--- config.mk ---
export PLATFORM = sky130hd
export DESIGN_NAME = usb_device_address_and_power_control
export DESIGN_NICKNAME = d
export VERILOG_FILES = /design/src/core/sync2.v /design/src/core/rise_pulse.v /design/src/core/usb_device_address_and_power_control.v
export VERILOG_INCLUDE_DIRS = /design/src /design/src/core
export SDC_FILE = /design/constraint.sdc
export NUM_CORES = 1
export LEC_CHECK = 0
export BUFFER_PORTS_ARGS = -buffer_cell sky130_fd_sc_hd__buf_4
export CAP_MARGIN = 0
export CORE_MARGIN = 5
export CORE_UTILIZATION = 35
export DETAILED_ROUTE_END_ITERATION = 12
export PLACE_DENSITY = 0.56
export REMOVE_ABC_BUFFERS = 1
export SLEW_MARGIN = 20
export SYNTH_ARGS = -nofsm -noshare
export SYNTH_HDL_FRONTEND = slang
export SYNTH_SLANG_ARGS = --single-unit
export TNS_END_PERCENT = 10
--- constraint.sdc ---
create_clock -name core_clk -period 10.7 [get_ports core_clk]
set_input_delay 0.535 -clock core_clk [delete_from_list [all_inputs] [get_ports core_clk]]
set_output_delay 0.535 -clock core_clk [all_outputs]
set_load 0.01 [all_outputs]
--- src/core/usb_dev_ctrl_map.vh ---
// register map, field positions, reset values and timing counts of the
// usb device address and power control block
// assumes: included by bare name from design files under core/
`ifndef USB_DEV_CTRL_MAP_VH
`define USB_DEV_CTRL_MAP_VH
// ====================================================================
// register offsets
`define OFF_DEV_ADDR 3'h0
`define OFF_LINK_POWER 3'h1
`define OFF_IRQ_ENABLE 3'h2
`define OFF_IRQ_FLAGS 3'h3
`define OFF_EP_INDEX 3'h4
`define OFF_EP_STATUS 3'h5
// ====================================================================
// address register fields
`define ADDR_PENDING_BIT 7
`define ADDR_RESET 8'h00
// ====================================================================
// power register fields
`define PWR_ISO_BIT 7
`define PWR_INHIBIT_BIT 4
`define PWR_BUSRST_BIT 3
`define PWR_RESUME_BIT 2
`define PWR_SUSP_BIT 1
`define PWR_SUSPEND_DETECT_ENABLE_BIT 0
`define PWR_RESET 8'h10
// ====================================================================
// interrupt enable/flag fields
`define IRQ_SUSP_BIT 0
`define IRQ_RESUME_BIT 1
`define IRQ_RESET_BIT 2
`define IRQ_SOF_BIT 3
`define IRQ_EN_RESET 8'h00
`define IRQ_EN_BUSRST 8'h0E
`define EP_RESET 8'h00
// ====================================================================
// timing
`define CLK_HZ 20000000
`define AUTO_RESUME_US 10000
`endif

--- src/core/sync2.v ---
// two flip-flop synchroniser for one level
// assumes: async active-low reset, single destination clock
module sync2 (
  input wire clk,
  input wire rst_n,
  input wire din,
  output reg dout
);
  reg stage1;
  // ====================================================================
  // first stage feeds only the second
  always @(posedge clk or negedge rst_n) begin
    if (!rst_n) begin
      stage1 <= 1'b0;
      dout <= 1'b0;
    end else begin
      stage1 <= din;
      dout <= stage1;
    end
  end
endmodule

--- src/core/rise_pulse.v ---
// one-cycle pulse on the rising edge of a synchronised level
// assumes: input already in the clock domain
module rise_pulse (
  input wire clk,
  input wire rst_n,
  input wire level,
  output wire pulse
);
  reg last;
  // ====================================================================
  // previous value register
  always @(posedge clk or negedge rst_n) begin
    if (!rst_n) begin
      last <= 1'b0;
    end else begin
      last <= level;
    end
  end
  assign pulse = level & ~last;
endmodule

--- src/core/usb_device_address_and_power_control.v ---
// usb device-level control: function address, bus reset, suspend,
// remote wakeup, iso hold, inhibit
// assumes: bus event levels come from the transceiver domain (synced here),
// token strobes come from the packet engine on core_clk
//
// Behaviour
// seven-bit function address in address register
// new address waits for transfer end
// bit 7 flags pending address update
// bus reset sets power bit 3
// bus reset clears address, flushes fifos
// bus reset clears endpoint registers, index
// bus reset enables non-suspend irqs, clears flags
// reset interrupt raised after bus reset
// writing bus reset bit resets function
// enter suspend when enabled and signalled
// suspend interrupt if enabled
// leave suspend on resume or reset
// wake events also wake the oscillator
// resume interrupt on bus resume
// drive resume while bit 2 set
// firmware ends resume after 10-15 ms
// iso mode holds packets until sof
// early iso in token gets zero-length
// function disabled until inhibit cleared
// inhibit sets only on resets
// firmware configures before clearing inhibit
// inhibited function ignores bus traffic
// match tokens on effective address only
//
// Our own choice: the strobed register port.
`include "usb_dev_ctrl_map.vh"
module usb_device_address_and_power_control #(
  parameter EP_COUNT = 3
) (
  input wire core_clk,
  input wire rst_n,
  input wire [2:0] regAddr,
  input wire [7:0] regWdata,
  input wire regWrite,
  input wire regRead,
  output reg [7:0] regRdata,
  input wire busResetSeen,
  input wire busSuspendSeen,
  input wire busResumeSeen,
  input wire tokenValid,
  input wire [6:0] tokenAddr,
  input wire tokenIsIn,
  input wire tokenIsSof,
  input wire transferDone,
  input wire isoInEndpoint,
  input wire isoPacketLoaded,
  output wire tokenAccept,
  output wire sendZeroLength,
  output wire isoPacketRelease,
  output reg [EP_COUNT-1:0] fifoFlush,
  output wire driveResume,
  output wire oscWake,
  output wire linkEnabled,
  output wire irqSuspend,
  output wire irqResume,
  output wire irqReset,
  output reg [6:0] effectiveAddr
);
  // ====================================================================
  // storage
  reg [6:0] functionAddress;
  reg addrPending;
  reg isoSofHold;
  reg linkInhibit;
  reg busResetFlag;
  reg forceResume;
  reg suspendedStatus;
  reg suspendDetectEnable;
  reg [7:0] irqEnable;
  reg [7:0] irqFlags;
  reg [7:0] epIndex;
  reg [7:0] epStatus;
  reg isoHeld;
  reg softReset;
  wire bus_reset_flag_n;
  wire resetLvl;
  wire suspendLvl;
  wire resumeLvl;
  wire resetEvt;
  wire suspendEvt;
  wire resumeEvt;
  wire wrAddr;
  wire wrPower;
  wire wakeEvent;
  reg [7:0] next_rdata;

  // ====================================================================
  // soft reset: a write of 1 to the bus-reset bit pulses a local reset
  // one cycle long; it is combined with rst_n as an async reset so all
  // function registers, including inhibit, return to default
  always @(posedge core_clk or negedge rst_n) begin
    if (!rst_n) begin
      softReset <= 1'b0;
    end else begin
      softReset <= regWrite && regAddr == `OFF_LINK_POWER
        && regWdata[`PWR_BUSRST_BIT];
    end
  end
  assign bus_reset_flag_n = rst_n & ~softReset;

  // ====================================================================
  // bus event levels arrive from the transceiver, synchronise them
  sync2 syncReset (.clk(core_clk), .rst_n(bus_reset_flag_n), .din(busResetSeen), .dout(resetLvl));
  sync2 syncSuspend (.clk(core_clk), .rst_n(bus_reset_flag_n), .din(busSuspendSeen),
    .dout(suspendLvl));
  sync2 syncResume (.clk(core_clk), .rst_n(bus_reset_flag_n), .din(busResumeSeen), .dout(resumeLvl));

  // inhibited function sees no bus events at all
  rise_pulse edgeReset (.clk(core_clk), .rst_n(bus_reset_flag_n), .level(resetLvl & ~linkInhibit),
    .pulse(resetEvt));
  rise_pulse edgeSuspend (.clk(core_clk), .rst_n(bus_reset_flag_n),
    .level(suspendLvl & ~linkInhibit), .pulse(suspendEvt));
  rise_pulse edgeResume (.clk(core_clk), .rst_n(bus_reset_flag_n), .level(resumeLvl & ~linkInhibit),
    .pulse(resumeEvt));

  assign wrAddr = regWrite && regAddr == `OFF_DEV_ADDR;
  assign wrPower = regWrite && regAddr == `OFF_LINK_POWER;
  // any of these ends suspend; the async resets clear it directly
  assign wakeEvent = resumeEvt | forceResume | resetEvt;

  // ====================================================================
  // function address with deferred take-over
  always @(posedge core_clk or negedge bus_reset_flag_n) begin
    if (!bus_reset_flag_n) begin
      functionAddress <= 7'h00;
      effectiveAddr <= 7'h00;
      addrPending <= 1'b0;
    end else if (resetEvt) begin
      functionAddress <= 7'h00;
      effectiveAddr <= 7'h00;
      addrPending <= 1'b0;
    end else if (wrAddr) begin
      functionAddress <= regWdata[6:0];
      addrPending <= 1'b1;
    end else if (addrPending && transferDone) begin
      effectiveAddr <= functionAddress;
      addrPending <= 1'b0;
    end
  end

  // ====================================================================
  // power register bits
  always @(posedge core_clk or negedge bus_reset_flag_n) begin
    if (!bus_reset_flag_n) begin
      isoSofHold <= 1'b0;
      linkInhibit <= 1'b1;
      busResetFlag <= 1'b0;
      forceResume <= 1'b0;
      suspendDetectEnable <= 1'b0;
    end else begin
      if (wrPower) begin
        isoSofHold <= regWdata[`PWR_ISO_BIT];
        forceResume <= regWdata[`PWR_RESUME_BIT];
        suspendDetectEnable <= regWdata[`PWR_SUSPEND_DETECT_ENABLE_BIT];
        // only a clear lands here; writing 1 leaves it as is
        if (!regWdata[`PWR_INHIBIT_BIT]) begin
          linkInhibit <= 1'b0;
        end
      end
      // flag reads as set after a detected reset; a read of the
      // power register clears it, unless a new reset arrives then
      if (resetEvt) begin
        busResetFlag <= 1'b1;
      end else if (regRead && regAddr == `OFF_LINK_POWER) begin
        busResetFlag <= 1'b0;
      end
    end
  end

  // ====================================================================
  // suspend state
  always @(posedge core_clk or negedge bus_reset_flag_n) begin
    if (!bus_reset_flag_n) begin
      suspendedStatus <= 1'b0;
    end else if (wakeEvent) begin
      suspendedStatus <= 1'b0;
    end else if (suspendEvt && suspendDetectEnable) begin
      suspendedStatus <= 1'b1;
    end
  end
  // oscillator wakes on the same events; an async reset clears suspend with no pulse
  assign oscWake = suspendedStatus & wakeEvent;
  assign driveResume = forceResume;

  // ====================================================================
  // interrupt enables and sticky flags; sets win over clears
  always @(posedge core_clk or negedge bus_reset_flag_n) begin
    if (!bus_reset_flag_n) begin
      irqEnable <= `IRQ_EN_RESET;
      irqFlags <= 8'h00;
    end else if (resetEvt) begin
      irqEnable <= `IRQ_EN_BUSRST;
      // flags cleared, then the reset interrupt raised whatever the old enable
      irqFlags <= 8'h00 | (8'h01 << `IRQ_RESET_BIT);
    end else begin
      if (regWrite && regAddr == `OFF_IRQ_ENABLE) begin
        irqEnable <= regWdata;
      end
      irqFlags <= (irqFlags & ~((regWrite && regAddr == `OFF_IRQ_FLAGS) ? regWdata : 8'h00))
        | {4'h0, 1'b0,
        resetEvt & irqEnable[`IRQ_RESET_BIT],
        resumeEvt & irqEnable[`IRQ_RESUME_BIT],
        suspendEvt & suspendDetectEnable & irqEnable[`IRQ_SUSP_BIT]};
    end
  end
  assign irqSuspend = irqFlags[`IRQ_SUSP_BIT];
  assign irqResume = irqFlags[`IRQ_RESUME_BIT];
  assign irqReset = irqFlags[`IRQ_RESET_BIT];

  // ====================================================================
  // endpoint index/status and fifo flush
  always @(posedge core_clk or negedge bus_reset_flag_n) begin
    if (!bus_reset_flag_n) begin
      epIndex <= `EP_RESET;
      epStatus <= `EP_RESET;
      fifoFlush <= {EP_COUNT{1'b0}};
    end else if (resetEvt) begin
      epIndex <= `EP_RESET;
      epStatus <= `EP_RESET;
      fifoFlush <= {EP_COUNT{1'b1}};
    end else begin
      fifoFlush <= {EP_COUNT{1'b0}};
      if (regWrite && regAddr == `OFF_EP_INDEX) begin
        epIndex <= regWdata;
      end
      if (regWrite && regAddr == `OFF_EP_STATUS) begin
        epStatus <= regWdata;
      end
    end
  end

  // ====================================================================
  // iso hold: a loaded packet waits for the next sof in hold mode
  always @(posedge core_clk or negedge bus_reset_flag_n) begin
    if (!bus_reset_flag_n) begin
      isoHeld <= 1'b0;
    end else if (resetEvt || (tokenValid && tokenIsSof && !linkInhibit)) begin
      isoHeld <= 1'b0;
    end else if (isoPacketLoaded && isoSofHold) begin
      isoHeld <= 1'b1;
    end
  end
  assign isoPacketRelease = isoPacketLoaded ? ~isoSofHold : 1'b0;

  // ====================================================================
  // token matching
  assign linkEnabled = ~linkInhibit;
  // sof is broadcast, everything else must hit the effective address
  assign tokenAccept = tokenValid && !linkInhibit
    && (tokenIsSof || tokenAddr == effectiveAddr);
  assign sendZeroLength = tokenAccept && tokenIsIn && isoInEndpoint
    && isoSofHold && isoHeld;

  // ====================================================================
  // register read mux, data one cycle after strobe
  always @* begin
    case (regAddr)
      `OFF_DEV_ADDR: next_rdata = {addrPending, functionAddress};
      `OFF_LINK_POWER: next_rdata = {isoSofHold, 2'b00, linkInhibit, busResetFlag,
        forceResume, suspendedStatus, suspendDetectEnable};
      `OFF_IRQ_ENABLE: next_rdata = irqEnable;
      `OFF_IRQ_FLAGS: next_rdata = irqFlags;
      `OFF_EP_INDEX: next_rdata = epIndex;
      `OFF_EP_STATUS: next_rdata = epStatus;
      default: next_rdata = 8'h00;
    endcase
  end
  always @(posedge core_clk or negedge rst_n) begin
    if (!rst_n) begin
      regRdata <= 8'h00;
    end else if (regRead) begin
      regRdata <= next_rdata;
    end else begin
      regRdata <= 8'h00;
    end
  end
endmodule

-- After elaboration in Yosys (flattened, before gate mapping)
Index checks and enable logic that the tools add are counted.
- flip-flop bits (word level): 75
- bits in latches: 0
- RAM bits: 0
- memory bits (read-only): 0
- bits of input ports: 31
- output and inout bits: 27
- word-level logic and storage cells: 117
- memories kept: 0
- add/subtract/negate cells: 0
- $mul: 0
- divide/modulo/power cells: 0
- $lt $le $gt $ge: 0
- equal/unequal tests: 7
- shift operators: 0
- multiplexer cells: 26
- bitwise logic cells: 24
- reduce and logical (&&, ||, !) cells: 34
- operators with widths (operator ; number):
    $mux 8 ; 9
    $pmux 8 s6 ; 1
    $mux 7 ; 5
    $logic_and 1x1->1 ; 19
    $reduce_bool 2->1 ; 8
    $and 1x1->1 ; 12
    $mux 1 ; 10
    $and 8x8->8 ; 1
    $not 8->8 ; 1
    $or 8x3->8 ; 1
    $eq 7x7->1 ; 1
    $not 1->1 ; 7
    $eq 3x2->1 const B ; 2
    $eq 3x3->1 const B ; 2
    $reduce_and 2->1 ; 2
    $eq 3x1->1 const B ; 1
    $logic_not 3->1 ; 1
    $mux 3 ; 1
    $reduce_bool 3->1 ; 1
    $logic_or 1x1->1 ; 2
    $ne 2x2->1 const B ; 1
    $or 1x1->1 ; 2
    $logic_not 1->1 ; 1

-- Logic depth before layout (Yosys ltp)
Gate-level depths: netlist (run 1).
- depth after elaboration: 7
- depth in mapped cells: 7
- mapped depth without buffers: 4

-- Cells and area by module
From an unflattened synthesis (run 1), not the netlist that was laid out.
- cells, all modules: 312
- area, all modules: 3280.6 µm²
- modules (own cells, without submodules) (module ; instances ; cells each ; area an instance (µm²) ; seq. area each (µm²)):
    usb_device_address_and_power_control ; 1 ; 300 ; 3014.1 ; 1602.8
    sync2 ; 3 ; 2 ; 50.0 ; 50.0
    rise_pulse ; 3 ; 2 ; 38.8 ; 25.0

-- Worst setup path before layout (run 1)
OpenSTA, ideal clock, no wires.
- path kind: in2out
- from: input port tokenAddr[5]
- to: output port sendZeroLength
- data arrival time: 1562 ps
- data required time: 10165 ps
- setup slack: 8603 ps
- stages: 4
- buffers on the path: 0
- path through: xor2_1 nor4_1 a41oi_1 nor4b_1
- longest elaborated chain between the ends: 7
- ends and longest elaborated chain (item ; RTL line ; source):
    from (decl) ; usb_device_address_and_power_control.v:47 ; input wire [6:0] tokenAddr,
    $eq 7x7->1 ; usb_device_address_and_power_control.v:256 ; && (tokenIsSof || tokenAddr == effectiveAddr);
    $logic_or 1x1->1 ; usb_device_address_and_power_control.v:256 ;
    $logic_and 1x1->1 ; usb_device_address_and_power_control.v:256 ;
    $logic_and 1x1->1 (2 in series) ; usb_device_address_and_power_control.v:257 ; assign sendZeroLength = tokenAccept && tokenIsIn && isoInEndpoint
    $logic_and 1x1->1 (2 in series) ; usb_device_address_and_power_control.v:258 ; && isoSofHold && isoHeld;
    to (decl) ; usb_device_address_and_power_control.v:54 ; output wire sendZeroLength,
No other way between the ends.

-- Worst setup path in the final report (run 1)
- from: register effectiveAddr[5]
- to: output port sendZeroLength
- longest elaborated chain between the ends: 7
- ends and longest elaborated chain (item ; RTL line ; source):
    from (decl) ; usb_device_address_and_power_control.v:63 ; output reg [6:0] effectiveAddr
    from (signal assigned) ; usb_device_address_and_power_control.v:142 ; effectiveAddr <= functionAddress;
    $eq 7x7->1 ; usb_device_address_and_power_control.v:256 ;
    $logic_or 1x1->1 ; usb_device_address_and_power_control.v:256 ;
    $logic_and 1x1->1 ; usb_device_address_and_power_control.v:256 ;
    $logic_and 1x1->1 (2 in series) ; usb_device_address_and_power_control.v:257 ;
    $logic_and 1x1->1 (2 in series) ; usb_device_address_and_power_control.v:258 ;
No other way between the ends.

==> impl_metrics.csv, run 1 <==
group,metric,value,unit
die,io_pins,58,
critical_path,cp-end-kind,"output pin",
timing,fin_crit_sh,22.89,%
finish,final_cell_mix,"dfrtp_1 (72), buf_4 (61), nand2_1 (43)",
finish,fin_nets,386,
die,die-area,0.01147,sq mm
drt,drt_iter0_drc,82,
critical_path,crit_arrival,1.91,ns
critical_path,worstRegToRegCells,5,
timing,worst_slew_margin_rel,46.05,%
timing,tns,0,ns
critical_path,worst-setup-path-type,"reg2out",
pwr,powerDensity,169.8,mW/mm^2
yosys,synth_flop_cell,"dfrtp_1",
critical_path,cp_max_fo,3,
timing,setup_violations,0,
yosys,synth_largest_area_cell,"dfrtp_1",
timing,drv_slew,0,
cts,htree_levels,3,
yosys,synth-seq-cells,73,
cts,cts-root-buf,"clkbuf_8",
pwr,ir_worst_vdd,0.00006867,V
global_route,grt_overflow_total,0,
worst_hold_path,whs_path_depth,1,
finish,register_area,0.001828,sq mm
finish,syn_to_final_growth,22.49,%
cts,path_clk_slew,0.08,ns
die,core_area,0.009196,sq mm
yosys,ys_warn_count,0,
timing,max_freq,408.2,MHz
yosys,syn_avg_cell_area,11.00,sq um
place,hpwl,5.538,mm
finish,fillerInstances,898,
finish,diodes,0,
cts,cts_tree,"done",
finish,multi_input_area,0.001328,sq mm
die,die_w,107.1,microns
yosys,synth_top_area_share,54.61,%
global_route,antenna_found_initial,0,
die,fp.dieH,107.1,microns
drt,wl,7.933,mm
drt,drt_pass1_iterations,4,
yosys,synthArstFlopShare,100.0,%
job,maxCapViolations,0,
die,initial_core_util,35.88,%
finish,drive_gt1_share,23.61,%
worst_hold_path,hp-class,"in2reg",
timing,grt_setup_unrepaired,"no",
pwr,p_leak,1.891,nW
yosys,ys_types,39,
drt,wire_per_inst,16.84,microns
yosys,synth_area,0.003299,sq mm
cts,cts_buffer_depth,2,
status,status,"finished, final reports clean",
critical_path,required,10.17,ns
yosys,synth_area_leaders,"dfrtp_1 (55%), mux2i_1 (9.1%), nand2_1 (4.9%)",
drt,drcViolationCount,0,
timing,clock_skew,0.009288,ns
place,portBuffers,57,
yosys,seq_area_frac_synth,55.40,%
timing,post-route-min-period,2.450,ns
drt,avgViaCountPerCell,5.076,
timing,finalHoldViolCount,0,
finish,final_common_cell,"dfrtp_1",
yosys,syn_inst,300,
drt,ant_nets,0,
critical_path,cp-start-kind,"flip-flop",
pwr,power.total,0.6864,mW
global_route,grt_max_degree,65,
place,gp_congestion,0.7832,
timing,tightest_slew,0.8093,ns
die,rows,35,
global_route,first_global_vias,2496,
cts,cts.sinks,73,
yosys,synth-edff-count,0,
cts,clk_latency,0.35,ns
global_route,grt_use_total,14.71,%
global_route,grt_pass1_wl,13.13,mm
cts,cts_made_buffers,9,
drt,vias,2391,
cts,post_cts_buffers,0,
report_power, final:
| part | switching [mW] | total, mW | internal [mW] |
|---|---|---|---|
| clock | 0.104 | 0.248 | 0.144 |
| sequential | 0.0217 | 0.328 | 0.307 |
| combinational | 0.0577 | 0.110 | 0.0526 |
| total | 0.183 | 0.686 | 0.503 |
layer usage:
metal | part of all wire [%] | vias up | global-route usage, %
met5 | 0 | - | 0
met4 | 1.7 | 0 | 6.301
met3 | 3.9 | 12 | 2.529
met2 | 46 | 60 | 22.61
met1 | 49 | 1186 | 20.42
li1 | - | 1133 | -
through the flow:
step	instances	instance area [sq um]	utilization, %	setup slack (ns)	hold slack, ns
6_report	471	4041	43.95	8.250	0.2879
5_1_grt	471	4041	43.95	8.113	0.2765
4_1_cts	471	4041	43.95	8.154	0.2757
3_5_place_dp	454	3801	41.33	8.331	0.3371
3_3_place_gp	454	3801	41.33	8.338	0.3324
2_1_floorplan	282	3197	-	6.292	0.2394
state kept, by name (all words and copies together) (netlist names), 7 cells and up:
signal / cells
functionAddress: 7
effectiveAddr: 7
epIndex: 8
irqEnable: 8
regRdata: 8
epStatus: 8
irqFlags: 8
worst max-delay path, cell delays in order (launching register included):
cell	delay, ns
dfrtp_1	0.41
xor2_1	0.17
nor4_1	0.32
a41oi_1	0.20
nor4b_1	0.31
buf_4	0.17
final cells by class:
type | instances | area share (%)
clock buffers | 12 | 3.839
clock inverters | 4 | 1.858
inverters | 13 | 1.207
multi-input cells | 196 | 32.85
flip-flops and latches | 73 | 45.23
well taps | 111 | 3.437
repair buffers | 62 | 11.58
synthesized netlist by cell type, types with 2 or more instances:
master    count
clkbuf_1      9
a22oi_1       3
mux2_2        5
nor2_1       25
nand2b_1      7
a21oi_1      25
nand2_1      43
xor2_1        4
nor3b_1       3
xnor2_1       3
nor2b_1       6
dfrtp_1      72
o21a_1        2
mux4_1        5
buf_4         2
buf_2         4
buf_6         3
inv_1        13
nand3_1       2
and2_1        8
o22ai_1       9
mux2i_1      30
cell families after synthesis:
kind of cell	after synthesis	synth area share (%)
compound gates	46	8.305
flops	73	55.40
mux	40	14.79
simple gates	103	15.06
buf+inv	31	4.588
xor+xnor	7	1.858
timing repair:
item / in CTS / in global routing
hold buffers: 1 / 0
endpoints found under the hold margin: 9 / 0
resized for setup: 0 / 0
worst paths after layout:
kind / startpoint / slack [ns] / to
setup / recovery: effectiveAddr[5]$_DFFE_PN0P_ / 8.25 / sendZeroLength
hold / removal: busResetSeen / 0.29 / syncReset.stage1$_DFF_PN0_
setup reg to reg: linkInhibit$_DFFE_PN1P_ / 8.65 / isoHeld$_DFFE_PN0P_
hold reg to reg: syncResume.stage1$_DFF_PN0_ / 0.35 / syncResume.dout$_DFF_PN0_
max in group asynchronous: rst_n / 9.03 / epIndex[4]$_DFFE_PN0P_
min in group asynchronous: rst_n / 0.54 / regRdata[1]$_DFF_PN0_
No activity file was read; power rests on OpenSTA's default activity.
==> run 2, diff against run 1 <==
clock period = 2.5 ns   (was 10.7 ns; I/O delays follow)
==> run 2 against run 1 <==
Compared with the run above: non-clock buffer count grew 14; combinational power grew to 4.6 times the previous value; die area did not move; critical path type is now reg2reg; hold slack worse by 0.23 ns; clock skew down 0.0016 ns; critical path depth grew 2; cell area increased by 2.7%; clock-buffer cell count shrank 2; largest cell class unchanged; first-iteration DRC count up 9.8%; cell count up 3.0%.
==> impl_metrics.csv, run 2 (synthesis results as in run 1) <==
group,metric,value,unit
job,maxCapViolations,0,
finish,syn_to_final_growth,25.75,%
timing,post-route-min-period,2.154,ns
cts,cts.sinks,73,
timing,finalHoldViolCount,0,
place,placed_cell_area,0.003844,sq mm
place,numPlacedInstances,458,
die,initial_core_util,35.88,%
global_route,grtUsageMet2,22.74,%
drt,vias,2413,
drt,ant_nets,0,
timing,max_freq,464.3,MHz
cts,cts_made_buffers,9,
status,status,"finished, final reports clean",
cts,cts_resized,0,
drt,drt_pass1_iterations,4,
finish,drive_gt1_share,24.06,%
pwr,p_leak,1.951,nW
place,portBuffers,57,
global_route,grt_max_degree,65,
global_route,first_global_vias,2554,
pwr,ir_worst_vdd,0.0002070,V
cts,cts_buffer_depth,2,
cts,htree_levels,3,
global_route,grt_pass1_wl,13.37,mm
die,rows,35,
die,core_area,0.009196,sq mm
finish,instances_no_fill,485,
place,gp_congestion,0.7906,
timing,fin_crit_sh,86.16,%
finish,diodes,0,
cts,cts_tree,"done",
cts,path_clk_slew,0.08,ns
place,hpwl,5.757,mm
drt,avgViaCountPerCell,4.975,
global_route,antenna_found_initial,0,
critical_path,path_cells,"nor2b_1, nand2b_1, buf_4, inv_1, buf_4, a311oi_1, dlygate4sd3_1",
global_route,globalRouteMet1Util,21.30,%
finish,final_cell_mix,"dfrtp_1 (72), buf_4 (64), nand2_1 (43)",
finish,stdcell_area,0.004149,sq mm
drt,drcViolationCount,0,
critical_path,cp_slowest_stage_delay,0.63,ns
global_route,grt_use_total,14.88,%
global_route,grt_overflow_total,0,
critical_path,crit_family,"buffers and inverters",
drt,wl,8.036,mm
timing,clock_skew,0.007649,ns
critical_path,cp_max_fo,11,
cts,cts-root-buf,"clkbuf_8",
global_route,top_usage_layer,"met2",
critical_path,required,2.79,ns
critical_path,cp-start-kind,"flip-flop",
critical_path,worst-path-buf-inv,4,
drt,drt_iter0_drc,90,
critical_path,worst-setup-path-type,"reg2reg",
timing,setup_violations,0,
timing,tns,0,ns
finish,fillerInstances,878,
timing,grt_setup_unrepaired,"no",
die,fp.dieH,107.1,microns
critical_path,cp_common_cell,"buf_4",
global_route,met3_usage,3.070,%
finish,fin_nets,400,
pwr,powerDensity,682.1,mW/mm^2
critical_path,crit_path_top_delay_cell,"dfstp_2",
cts,clk_latency,0.34,ns
die,die_w,107.1,microns
die,io_pins,58,
timing,worst_slew_margin_rel,64.61,%
timing,drv_slew,0,
worst_hold_path,hp-class,"in2reg",
drt,wire_per_inst,16.57,microns
die,die-area,0.01147,sq mm
critical_path,cp-end-kind,"flip-flop",
timing,tightest_slew,0.5280,ns
critical_path,crit_arrival,2.44,ns
finish,final_common_cell,"dfrtp_1",
-- run 2: layout make-up --
class | count | area [sq um] | area share (%)
clock buffer | 10 | 137.6 | 3.317
clock inverter | 6 | 57.56 | 1.387
inverter | 13 | 48.80 | 1.176
multi-input combinational | 196 | 1328 | 32.00
sequential | 73 | 1828 | 44.06
tap | 111 | 138.9 | 3.347
timing repair buffer | 76 | 610.6 | 14.72
-- run 2: timing repair --
action                    CTS  global route
hold buffers               10             1
hold endpoints to repair   17             1
setup buffers               0             0
-- run 2: tightest hold or removal path, delay by kind of cell --
family                 cells  cell delay [ns]
AOI/OAI and AO/OA          1             0.06
buffers and inverters      1             0.09
and+or+nand+nor            1             0.09
-- run 2: worst paths after layout --
path | slack, ns | to | cells after the start | from
setup / recovery | 0.35 | isoHeld$_DFFE_PN0P_ | 7 | linkInhibit$_DFFE_PN1P_
max in group asynchronous | 1.61 | linkInhibit$_DFFE_PN1P_ | 4 | rst_n
min in group asynchronous | 0.14 | regRdata[0]$_DFF_PN0_ | 2 | rst_n
hold / removal | 0.06 | addrPending$_DFFE_PN0P_ | 3 | transferDone
hold reg to reg | 0.35 | syncSuspend.dout$_DFF_PN0_ | 0 | syncSuspend.stage1$_DFF_PN0_
setup reg to reg | 0.35 | isoHeld$_DFFE_PN0P_ | 7 | linkInhibit$_DFFE_PN1P_
-- run 2: layer usage --
metal | vias to the layer above | wire length [microns]
li1 | 1161 | -
met1 | 1182 | 3888
met2 | 61 | 3692
met3 | 9 | 354
met4 | 0 | 100
met5 | - | 0
-- run 2: report_power, final --
part | internal, mW | total (mW) | switching (mW)
registers | 1.31 | 1.41 | 0.0972
logic | 0.251 | 0.503 | 0.252
clock network | 0.481 | 0.918 | 0.437
-- run 2: stage by stage --
stage	hold WS [ns]	worst slack, ns	utilization (%)	total power [mW]
6_report	0.05592	0.3460	45.12	2.830
5_1_grt	0.04993	0.2222	45.12	2.991
3_3_place_gp	-0.04749	0.7866	41.80	1.914
4_1_cts	0.001593	0.3158	45.01	2.874
3_5_place_dp	-0.04181	0.7516	41.80	1.925
2_1_floorplan	-0.1706	-1.752	-	1.667
